`src/common/omid_defs.svh`:
```
// Constants for the OR and move instruction decoder.
// Assumes inclusion by bare name from files under rtl/ and common/.
`ifndef OMID_DEFS_SVH
`define OMID_DEFS_SVH

// ==========================================================
// Instruction field positions
`define OMID_CLS_HI 13
`define OMID_CLS_LO 12
`define OMID_OP_HI 11
`define OMID_OP_LO 8
`define OMID_DEST_BIT 7
`define OMID_FADDR_HI 6
`define OMID_FADDR_LO 0
`define OMID_LIT_HI 7
`define OMID_LIT_LO 0

// ==========================================================
// Opcode codes
`define OMID_CLS_FILE 2'h0
`define OMID_CLS_LIT 2'h3
`define OMID_OP_OR 4'h4
`define OMID_OP_MOVE 4'h8
`define OMID_OP_ZERO 4'h0
`define OMID_LIT_LOAD_TOP 2'h0
`define OMID_NOP_LOW 5'h00

// ==========================================================
// Reset values and timing
`define OMID_ACCUM_RST 8'h00
`define OMID_ZERO_RST 1'h0
`define OMID_CYCLES_PER_INSTR 1

`endif

```
`src/common/omid_pkg.sv`:
```
// Types for the OR and move instruction decoder.
// Assumes no other package.
package omid_pkg;

    // ======================================================
    // Decoded operation, one-hot
    typedef enum logic [5:0] {
        OMID_NONE = 6'h01,
        OMID_OR_ACCUM_WITH_FILE = 6'h02,
        OMID_MOVE_FILE_REGISTER = 6'h04,
        OMID_LOAD_LITERAL_TO_ACCUM = 6'h08,
        OMID_STORE_ACCUM_TO_FILE = 6'h10,
        OMID_NO_OPERATION = 6'h20
    } omid_op_e;

    // ======================================================
    // Instruction word layout
    typedef struct packed {
        logic [1:0] cls;
        logic [3:0] op;
        logic dest;
        logic [6:0] faddr;
    } omid_instr_s;

    // ======================================================
    // File register write request
    typedef struct packed {
        logic we;
        logic [6:0] addr;
        logic [7:0] data;
    } omid_fwr_s;

endpackage

```
`src/rtl/omid_alu.sv`:
```
// Result and zero computation for the decoder.
// Assumes a decoded one-hot operation from omid_decode.
`timescale 1ns/10ps
`default_nettype none

module omid_alu (
    input wire omid_pkg::omid_op_e op_i,
    input wire logic [7:0] accum_i,
    input wire logic [7:0] fdata_i,
    input wire logic [7:0] literal_i,
    output logic [7:0] result_o,
    output logic zero_o
);

    // ======================================================
    // Result select
    always_comb begin
        unique case (op_i)
            omid_pkg::OMID_OR_ACCUM_WITH_FILE: begin
                result_o = accum_i | fdata_i;
            end
            omid_pkg::OMID_MOVE_FILE_REGISTER: begin
                result_o = fdata_i;
            end
            omid_pkg::OMID_LOAD_LITERAL_TO_ACCUM: begin
                result_o = literal_i;
            end
            omid_pkg::OMID_STORE_ACCUM_TO_FILE: begin
                result_o = accum_i;
            end
            omid_pkg::OMID_NO_OPERATION, omid_pkg::OMID_NONE: begin
                result_o = accum_i;
            end
            default: begin
                result_o = accum_i;
            end
        endcase
    end

    assign zero_o = (result_o == 8'h00);

endmodule

`default_nettype wire

```
`src/rtl/omid_decode.sv`:
```
// Decode and execute for OR, move, literal load, store and no-operation.
// Assumes a register file that returns read data in the same cycle.
`timescale 1ns/10ps
`default_nettype none

`include "omid_defs.svh"

module omid_decode (
    input wire logic ref_clk_i,
    input wire logic nrst_i,
    input wire logic instr_valid_i,
    input wire logic [13:0] instr_i,
    input wire logic [7:0] file_rdata_i,
    output logic [6:0] file_addr_o,
    output logic file_we_o,
    output logic [7:0] file_wdata_o,
    output logic [7:0] accum_o,
    output logic zero_o,
    output logic done_o,
    output logic unsupported_o
);

    // ======================================================
    // Decode functions
    function automatic logic omid_is_lit_load(input logic [13:0] w);
        omid_is_lit_load = (w[`OMID_CLS_HI:`OMID_CLS_LO] == `OMID_CLS_LIT)
            && (w[`OMID_OP_HI:`OMID_OP_HI-1] == `OMID_LIT_LOAD_TOP);
    endfunction

    function automatic logic omid_is_nop(input logic [13:0] w);
        omid_is_nop = (w[`OMID_CLS_HI:`OMID_CLS_LO] == `OMID_CLS_FILE)
            && (w[`OMID_OP_HI:`OMID_OP_LO] == `OMID_OP_ZERO)
            && !w[`OMID_DEST_BIT]
            && (w[4:0] == `OMID_NOP_LOW);
    endfunction

    // ======================================================
    // Field split
    omid_pkg::omid_instr_s iw;
    omid_pkg::omid_op_e op;
    omid_pkg::omid_fwr_s fwr;
    logic [7:0] literal;
    logic [7:0] alu_result;
    logic alu_zero;
    logic file_class;
    logic is_or;
    logic is_move;
    logic is_load;
    logic is_store;
    logic is_nop;
    logic sets_zero;
    logic [7:0] accum_reg;
    logic [7:0] accum_next;
    logic zero_reg;
    logic zero_next;

    assign iw = instr_i;
    assign literal = instr_i[`OMID_LIT_HI:`OMID_LIT_LO];
    assign file_class = (iw.cls == `OMID_CLS_FILE);
    assign is_or = file_class && (iw.op == `OMID_OP_OR);
    assign is_move = file_class && (iw.op == `OMID_OP_MOVE);
    assign is_load = omid_is_lit_load(instr_i);
    assign is_store = file_class && (iw.op == `OMID_OP_ZERO)
        && iw.dest;
    assign is_nop = omid_is_nop(instr_i);

    assign op = !instr_valid_i ? omid_pkg::OMID_NONE
        : is_or ? omid_pkg::OMID_OR_ACCUM_WITH_FILE
        : is_move ? omid_pkg::OMID_MOVE_FILE_REGISTER
        : is_load ? omid_pkg::OMID_LOAD_LITERAL_TO_ACCUM
        : is_store ? omid_pkg::OMID_STORE_ACCUM_TO_FILE
        : is_nop ? omid_pkg::OMID_NO_OPERATION
        : omid_pkg::OMID_NONE;

    // ======================================================
    // Datapath
    omid_alu u_alu (
        .op_i(op),
        .accum_i(accum_reg),
        .fdata_i(file_rdata_i),
        .literal_i(literal),
        .result_o(alu_result),
        .zero_o(alu_zero)
    );

    assign sets_zero = (op == omid_pkg::OMID_OR_ACCUM_WITH_FILE)
        || (op == omid_pkg::OMID_MOVE_FILE_REGISTER);

    // ======================================================
    // Next state of accumulator, zero flag and file write
    always_comb begin
        accum_next = accum_reg;
        zero_next = zero_reg;
        fwr.we = 1'b0;
        fwr.addr = iw.faddr;
        fwr.data = alu_result;
        if (sets_zero) begin
            zero_next = alu_zero;
        end
        unique case (op)
            omid_pkg::OMID_OR_ACCUM_WITH_FILE,
            omid_pkg::OMID_MOVE_FILE_REGISTER: begin
                if (iw.dest) begin
                    fwr.we = 1'b1;
                end else begin
                    accum_next = alu_result;
                end
            end
            omid_pkg::OMID_LOAD_LITERAL_TO_ACCUM: begin
                accum_next = alu_result;
            end
            omid_pkg::OMID_STORE_ACCUM_TO_FILE: begin
                fwr.we = 1'b1;
            end
            omid_pkg::OMID_NO_OPERATION, omid_pkg::OMID_NONE: begin
                accum_next = accum_reg;
            end
        endcase
    end

    always_ff @(posedge ref_clk_i or negedge nrst_i) begin
        if (!nrst_i) begin
            accum_reg <= `OMID_ACCUM_RST;
            zero_reg <= `OMID_ZERO_RST;
        end else begin
            accum_reg <= accum_next;
            zero_reg <= zero_next;
        end
    end

    // ======================================================
    // Outputs
    assign file_addr_o = fwr.addr;
    assign file_we_o = fwr.we;
    assign file_wdata_o = fwr.data;
    assign accum_o = accum_reg;
    assign zero_o = zero_reg;
    assign done_o = instr_valid_i && (op != omid_pkg::OMID_NONE);
    assign unsupported_o = instr_valid_i && (op == omid_pkg::OMID_NONE);
endmodule

`default_nettype wire
```
`config.mk`:
```
export PLATFORM = sky130hd
export DESIGN_NAME = omid_decode
export DESIGN_NICKNAME = d
export VERILOG_FILES = /design/src/common/omid_pkg.sv /design/src/rtl/omid_alu.sv /design/src/rtl/omid_decode.sv
export VERILOG_INCLUDE_DIRS = /design/src /design/src/common
export SDC_FILE = /design/constraint.sdc
export NUM_CORES = 1
export LEC_CHECK = 0
export BUFFER_PORTS_ARGS = -buffer_cell sky130_fd_sc_hd__buf_2
export CORE_MARGIN = 4
export CORE_UTILIZATION = 42
export CTS_BUF_LIST = sky130_fd_sc_hd__clkbuf_8
export DETAILED_ROUTE_END_ITERATION = 10
export HOLD_SLACK_MARGIN = 0.06
export MAX_ROUTING_LAYER = met4
export PLACE_DENSITY = 0.81
export SYNTH_ARGS = -nofsm -noshare
export SYNTH_HDL_FRONTEND = slang
export SYNTH_HIERARCHICAL = 1
export SYNTH_SLANG_ARGS = --single-unit
```
`constraint.sdc`:
```
create_clock -name ref_clk_i -period 4.3 [get_ports ref_clk_i]
set_clock_uncertainty 0.05 [all_clocks]
set_input_delay 1.075 -clock ref_clk_i [delete_from_list [all_inputs] [get_ports ref_clk_i]]
set_output_delay 1.075 -clock ref_clk_i [all_outputs]
set_load 0.01 [all_outputs]
```
==> results of run 1 <==
-- report_power, final --
group	switching (mW)	internal, mW	total (mW)
logic	0.0265	0.0267	0.0532
clock network	0.0327	0.0621	0.0948
registers	0.00138	0.0881	0.0895
total	0.0606	0.177	0.238
-- cell usage after synthesis --
| cell | count |
|---|---|
| a21oi_1 | 1 |
| a222oi_1 | 6 |
| a22oi_1 | 2 |
| a31oi_1 | 1 |
| and2_1 | 2 |
| and3b_2 | 1 |
| and4_1 | 1 |
| buf_2 | 1 |
| buf_4 | 7 |
| buf_6 | 1 |
| clkbuf_1 | 1 |
| dfrtp_1 | 9 |
| inv_1 | 6 |
| mux2_2 | 9 |
| nand2_1 | 8 |
| nand2_2 | 1 |
| nand2b_1 | 1 |
| nand4_1 | 1 |
| nor2_1 | 2 |
| nor2_2 | 1 |
| nor2b_1 | 1 |
| nor3_1 | 3 |
| nor3b_1 | 2 |
| nor3b_2 | 1 |
| nor4_2 | 1 |
| nor4_4 | 2 |
| o21ai_0 | 1 |
| o21ai_2 | 1 |
| or3b_1 | 1 |
| or4_1 | 2 |
| xnor2_1 | 2 |
| xor2_1 | 1 |
-- sequential cells by signal, summed over array words and instances, names as in the netlist --
signal   flops
zero_o       1
accum_o      8
-- per-layer routing --
layer  share of wire  up-vias
met1            0.39      439
li1                -      431
met2            0.51       55
met5               0        -
met4           0.029        0
met3           0.075        8
-- layout make-up --
class	count	area, um2	share of cell area
flip-flops and latches	9	225	0.177
inverters	6	22.5	0.0177
multi-input cells	55	478	0.376
clock buffers	3	41.3	0.0325
repair buffers	76	469	0.369
clock inverters	1	3.75	0.00295
well taps	25	31.3	0.0246
-- timing repair --
action,4_1_cts,5_1_grt
resized for setup,4,9
pin swaps,3,7
setup endpoints to repair,8,8
setup buffers,1,5
-- logic make-up (layout without fill, tap and decap cells) --
| family | count (synthesis) | in the layout | synth area share |
|---|---|---|---|
| xor gates and xnor gates | 3 | 3 | 0.0342 |
| muxes | 9 | 9 | 0.132 |
| DFF | 9 | 9 | 0.293 |
| and+or+nand+nor | 31 | 31 | 0.288 |
| buffers and inverters | 16 | 86 | 0.124 |
| AOI/OAI and AO/OA | 12 | 12 | 0.130 |
-- worst max-delay path: stages --
cell and delay [ns]:
buf_2 0.12, or4_4 0.53, o21ai_2 0.12, a31oi_1 0.11
nand2b_4 0.16, or4_1 0.43, nor2_2 0.17, buf_4 0.15
a222oi_1 0.10, inv_1 0.10, buf_2 0.13
-- through the flow --
stage	TNS, ns	cells
after detailed placement	-0.267	165
after global routing	-0.781	175
after floorplan	0	80
after CTS	0	170
final	-0.0806	175
after global placement	-0.158	165
-- layout by cell type, fill, tap and decap left out, types with 2 or more instances in the layout --
master | netlist | routed
buf_2 | 1 | 48
buf_4 | 7 | 23
mux2_2 | 9 | 9
dfrtp_1 | 9 | 9
nand2_1 | 8 | 8
inv_1 | 6 | 7
a222oi_1 | 6 | 6
buf_6 | 1 | 5
clkbuf_8 | 0 | 3
nor4_4 | 2 | 2
nor3_1 | 3 | 2
o21ai_2 | 1 | 2
nor3b_1 | 2 | 2
and2_1 | 2 | 2
nor2_1 | 2 | 2
xnor2_1 | 2 | 2
a22oi_1 | 2 | 2
-- worst max-delay path by stage --
stage | slack [ns] | depth (start not counted) | endpoint | startpoint
global route | -0.15 | 10 | file_wdata_o[3] | instr_i[3]
finish | -0.03 | 11 | file_wdata_o[3] | instr_i[3]
global placement | -0.03 | 11 | file_wdata_o[1] | instr_i[0]
CTS | 0.004 | 11 | file_wdata_o[0] | instr_i[13]
detailed placement | -0.05 | 11 | file_wdata_o[7] | instr_i[13]
floorplan | 0.14 | 9 | file_wdata_o[2] | instr_i[13]
==> results by stage, run 1 <==
Pwr:
- In this run the static leakage power is 0.745 nW.
- The worst voltage drop across the vdd grid is 157 uV.
- The total power density per cell area is 187 nW/um2.
- The overall power is 0.238 mW.

Critical path:
- Counting cells, the worst reg-to-reg path comes to 6.
- The worst register-to-register path ends at zero_o$_DFFE_PN0N_.
- By startpoint and endpoint, the worst setup path is classified as in -> out.
- The critical path launch point type is an input port.
- The critical path required time is 3.17 ns.
- Data arrives at the worst endpoint at 3.21 ns.
- The flop-to-flop setup slack is 2.57 ns.
- The category of the worst setup path capture point is an output pin.
- The startpoint of the worst-slack reg-to-reg timing path is accum_o[0]$_DFFE_PN0P_.
- The maximum fanout encountered on the critical timing path is 3.

Clock network:
- In this run the number of H-tree levels came out at 1.
- TritonCTS built the clock tree.
- The clock-pin slew on the worst setup and hold paths is roughly 0.04 ns.
- The clock net sink count is 9.
- The buffer levels on the longest clock path is 2.
- The root buffer cell chosen for the clock tree is clkbuf_8.
- The hold buffer count at cts is 0.
- The clock latency reported for the late side of the worst-skew pair is 0.23 ns.
- TritonCTS created 3 clock buffers.

Worst hold path:
- Counting instances, the worst hold path has a depth of 1.
- The worst hold path begins at zero_o$_DFFE_PN0N_.
- The worst hold path terminates at zero_o$_DFFE_PN0N_.
- The type of the worst min-delay path is reg -> reg.

Global route:
- The number of global-route vias before repair was 849.
- Entering global routing, the biggest net connects 10 pins.
- The global routing usage summed across all routing layers is 0.186.
- In the global route stage, met2 resource usage came out at 0.333.
- For met3 alone, demand over resource in global routing was 0.0208.
- The first global-routing pass estimated 3550 um of wire.
- The most crowded layer after global routing is met2.
- The aggregate global routing overflow is 0.
- The number of antenna violations at the first check in global routing is 0.
- In the global route stage, met1 resource usage came out at 0.208.

Finish:
- Summing all non-filler instances in the final layout gives an area of 1270 um2.
- The filler cells instantiated in the layout total 128.
- The net count of the finished layout is 176.
- Of the cells placed in the final design, the portion with a size suffix greater than 1 is 0.673.
- The utilization after layout is 0.736.
- The antenna diode instance count is 0.
- Compared with the post-synthesis result, the final layout area differs by 65.2%.

Floorplan:
- From left edge to right edge, the die measures 50.8 um.
- The core region is 1730 um2.
- The die footprint is 2580 um2.
- The die span in y is 50.8 um.
- The number of cell rows is 15.
- between 50 and 60 I/O pins were placed.
- For this configuration, the core starts out at a cell density of 0.446.

Route:
- Summing over every cut layer, the via total after detailed routing is 933.
- After detailed routing, the number of remaining DRC violations is 0.
- The first routing iteration left 45 violations.
- The number of routed nets with antenna violations is 0.
- The length of the first detailed-routing pass in iterations is 7.
- Dividing the detail-routed via count by the number of cells gives 5.33.
- Dividing the detail-routed wire length by the instance count gives ~14 um.
- After detailed routing, the total wire length is 2520 um.

Placement:
- The total half-perimeter wirelength after legalization and detailed placement is 1760 um.
- Port buffering added 51 buffers.
- The final weighted congestion of routability-driven global placement is 0.809.
- The post-placement setup slack is -0.0523 ns.
- Once placement finished, the instance area stood at 1130 um2.

STA:
- Setup repair after global routing could not meet its margin everywhere.
- The actual slew at the worst max-slew pin is between 0.4 and 0.5 ns.
- Derived from the worst setup path, the maximum achievable clock frequency is between 200 and 250 MHz.
- The final period demand of the worst path is 4.33 ns.
- Setup slack on the critical path of the routed design comes to -0.0342 ns.
- Hold timing on the final database bottoms out at a slack of 0.449 ns.
- The final cycle utilization of the critical path is 1.01.
- The final-report hold violation count is 0.
- Setup violations remaining at the end of the flow were counted as 4.
- The count of pins over their slew limit is 0.
- The worst max-slew margin expressed relative to the limit is 0.691.

Logic synthesis:
- Counting flops and latches in the post-synthesis netlist gives 9.
- Yosys printed 6 warnings.
- The count of cell types in the netlist is 32.
- Of all cell types, the one taking the most synthesized area is dfrtp_1.
- The average cell area after synthesis is 9.62 um2.
- The net count after synthesis is 105.
- Yosys attributes the largest share of cell area to dfrtp_1 29%, mux2_2 13%, a222oi_1 7.8%, buf_4 6.8%, nor4_4 5.5%.
- The area of the mapped netlist is ~770 um2.
- Of the post-synthesis cell area, the dominant cell type holds 0.293.
- The cell count after synthesis came out at 80.
- The share of the Yosys chip area taken by registers is 0.293.

Run:
- The number of max-capacitance violations reported is 0.

Status:
- The checks that failed: negative setup slack.
- The run finished, with violations left.
(Power assumes the default switching activity.)
==> inputs of run 2 (changes only) <==
Settings changed: PLACE_DENSITY 0.81 to 0.91.
==> results by stage, run 2 (synthesized netlist as in run 1, its figures left out) <==
Status:
- The flow ran to the end, but the final reports show violations.
- The checks that failed: negative setup slack.

Worst hold path:
- The type of the worst min-delay path is reg -> reg.
- The worst min-delay path startpoint is accum_o[2]$_DFFE_PN0P_.

Critical path:
- The critical path required time is 3.17 ns.
- The critical path launch point type is an input port.
- The kind of cell with the highest combined delay on the critical path is simple AND/OR/NAND/NOR gates.
- Traced cell by cell, the critical path runs through buf_6 > or4_4 > o21ai_2 > a31oi_2 > nand2b_4 > nor4_4 > nand2_2 > a222oi_1 > inv_1 > buf_2.
- The timing startpoint of the critical path is instr_i[0].
- The start-to-end type of the worst setup path is in -> out.
- The buffers plus inverters on the worst setup path is 3.
- Along the worst path, the maximum fanout reaches 7.
- The cell with the largest stage delay on the worst path is or4_4.
- The startpoint of the worst-slack reg-to-reg timing path is accum_o[3]$_DFFE_PN0P_.
- The critical path arrival is 3.33 ns.
- The largest incremental delay on the critical path is ~0.55 ns.
- STA classifies the critical path endpoint as an output pin.

Route:
- In this run, the number of DRC markers left after iteration 0 of detailed routing was 56.
- The detailed-route DRC error count is 0.
- For this block, the routed nets add up to between 3000 and 4000 um of wire.
- The detail-routed via count per cell is 5.88.
- The length of the first detailed-routing pass in iterations is 5.
- The number of routed nets with antenna violations is 0.
- The final route contains 1071 vias.
- The wire length per cell is 21.0 um.

Floorplan:
- The floorplan step set the die height to 50.8 um.
- The die covers 2580 um2.
- The area of the placeable core is 1730 um2.
- For this configuration, the core starts out at a cell density of 0.446.
- The floorplan step set the die width to approximately 50 um.
- The floorplan has 15 rows.
- The count of pins on the block boundary is 52.

STA:
- The total negative slack is -0.919 ns.
- At the pin with the least slew margin, the transition time is 0.509 ns.
- The final period demand of the worst path is around 4.5 ns.
- In this run the tightest slew margin relative to its limit is 0.661.
- Setup violations remaining at the end of the flow were counted as 8.
- Setup repair after global routing could not meet its margin everywhere.
- The count of pins over their slew limit was 0.
- The worst-case setup margin in the final layout is -0.159 ns.
- Based on the critical path, the design can be clocked at up to 224 MHz.
- The final cycle utilization of the critical path is 1.04.
- The final-report hold violation count came to 0.

Global route:
- The number of antenna violations at the first check in global routing is 0.
- In the global route stage, overall resource usage came out at 0.282.
- The number of global-route vias before repair is around 1100.
- The wire length of the first global-routing pass is 5250 um.
- Entering global routing, the biggest net connects 10 pins.
- The total overflow left after global routing is 0.

Pwr:
- The total power density per cell area is 183 nW/um2.
- The worst voltage drop across the vdd grid is around 190 uV.
- The completed layout was analyzed and its total power is about 0.25 mW.
- In this run the static leakage power is 0.790 nW.

Finish:
- The register with the most flip-flops in the layout has 8 of them.
- Once layout is complete, the utilization of the core stands at 0.793.
- The net count of the finished layout is 183.
- Compared with the post-synthesis result, the final layout area differs by 78.0%.
- In the final layout, the share of cells above drive strength 1 is 0.720.
- The antenna diode instance count is 0.
- In the layout the commonest cells are 46 x buf_2, 30 x buf_4, 9 x dfrtp_1.
- Leaving out fill and tap cells, the most frequent cell in the layout is buf_2.
- Once layout is done, the placed cells without fillers occupy approximately 1400 um2.
- Excluding fillers, the count of instances in the completed layout stands at 182.

Placement:
- In this run the tool buffered the top-level ports with 51 buffer cells.
- The placed standard-cell area is 1100 um2.
- The count of placed standard cells including taps is 161.
- The total half-perimeter wirelength after legalization and detailed placement is 1950 um.
- The final weighted congestion of routability-driven global placement is ~0.82.

Clock network:
- The clock latency reported for the late side of the worst-skew pair is 0.24 ns.
- The hold buffer count at cts is 0.
- The clock-pin slew on the worst setup and hold paths is 0.04 ns.
- Clock tree synthesis selected as its root buffer the cell clkbuf_8.
- The CTS tree is built.
- The buffer levels on the longest clock path is 2.
- In this run, CTS created clock tree buffers numbering 3.
- CTS built an H-tree with a depth of 1.
- The clock net sink count is 9.

Run:
- Max-cap violations in this run came to 0.
## run 2: cell types whose count changed in the layout (fill, tap and decap cells not counted), sizes merged
cell / previous run / this run
buf: 76 / 83
## run 2: final cells by class
cell class              instances  area, um2
flip-flops and latches          9        225
clock inverters                 1       3.75
well taps                      25       31.3
multi-input cells              55        500
clock buffers                   3       41.3
repair buffers                 83        543
inverters                       6       25.0
fillers                       111        357
## run 2: metal layers
| layer | GRT usage | up-vias | share of wire |
|---|---|---|---|
| met5 | - | - | 0 |
| met4 | 0.148 | 0 | 0.068 |
| met3 | 0.0593 | 24 | 0.089 |
| met2 | 0.489 | 96 | 0.49 |
| met1 | 0.300 | 504 | 0.36 |
| li1 | - | 447 | - |
## run 2: worst paths after layout
kind                                          end  slack, ns  cells after the start
max                               file_wdata_o[6]      -0.16                     10
min                        accum_o[2]$_DFFE_PN0P_       0.49                      1
max reg2reg                accum_o[3]$_DFFE_PN0P_       1.79                     13
min reg2reg                accum_o[2]$_DFFE_PN0P_       0.49                      1
max in group asynchronous  accum_o[2]$_DFFE_PN0P_       3.36                      1
min in group asynchronous  accum_o[1]$_DFFE_PN0P_       0.64                      1
## run 2: through the flow
stage / setup slack, ns / hold slack (ns)
floorplan: 0.143 / 0.501
global placement: -0.0658 / 0.443
detailed placement: -0.261 / 0.474
CTS: -0.00565 / 0.483
global route: -0.241 / 0.508
finish: -0.159 / 0.488
## run 2: what timing repair did
action                                  CTS  global route
setup buffers                            12             5
resized for setup                         8            13
endpoints found under the setup margin    8             9
pin swaps                                 6             8
## run 2: worst reg2reg max path, delay by kind of cell (launching register included)
family,cells,cell delay (ns)
buffers and inverters,11,1.33
DFF,1,0.41
muxes,1,0.27
AOI/OAI and AO/OA,1,0.34
## run 2: power breakdown
part	switching [mW]	internal (mW)	leakage (nW)
clock network	0.0377	0.0626	0.0269
registers	0.00242	0.0880	0.123
logic	0.0310	0.0287	0.640
total	0.0711	0.179	0.790
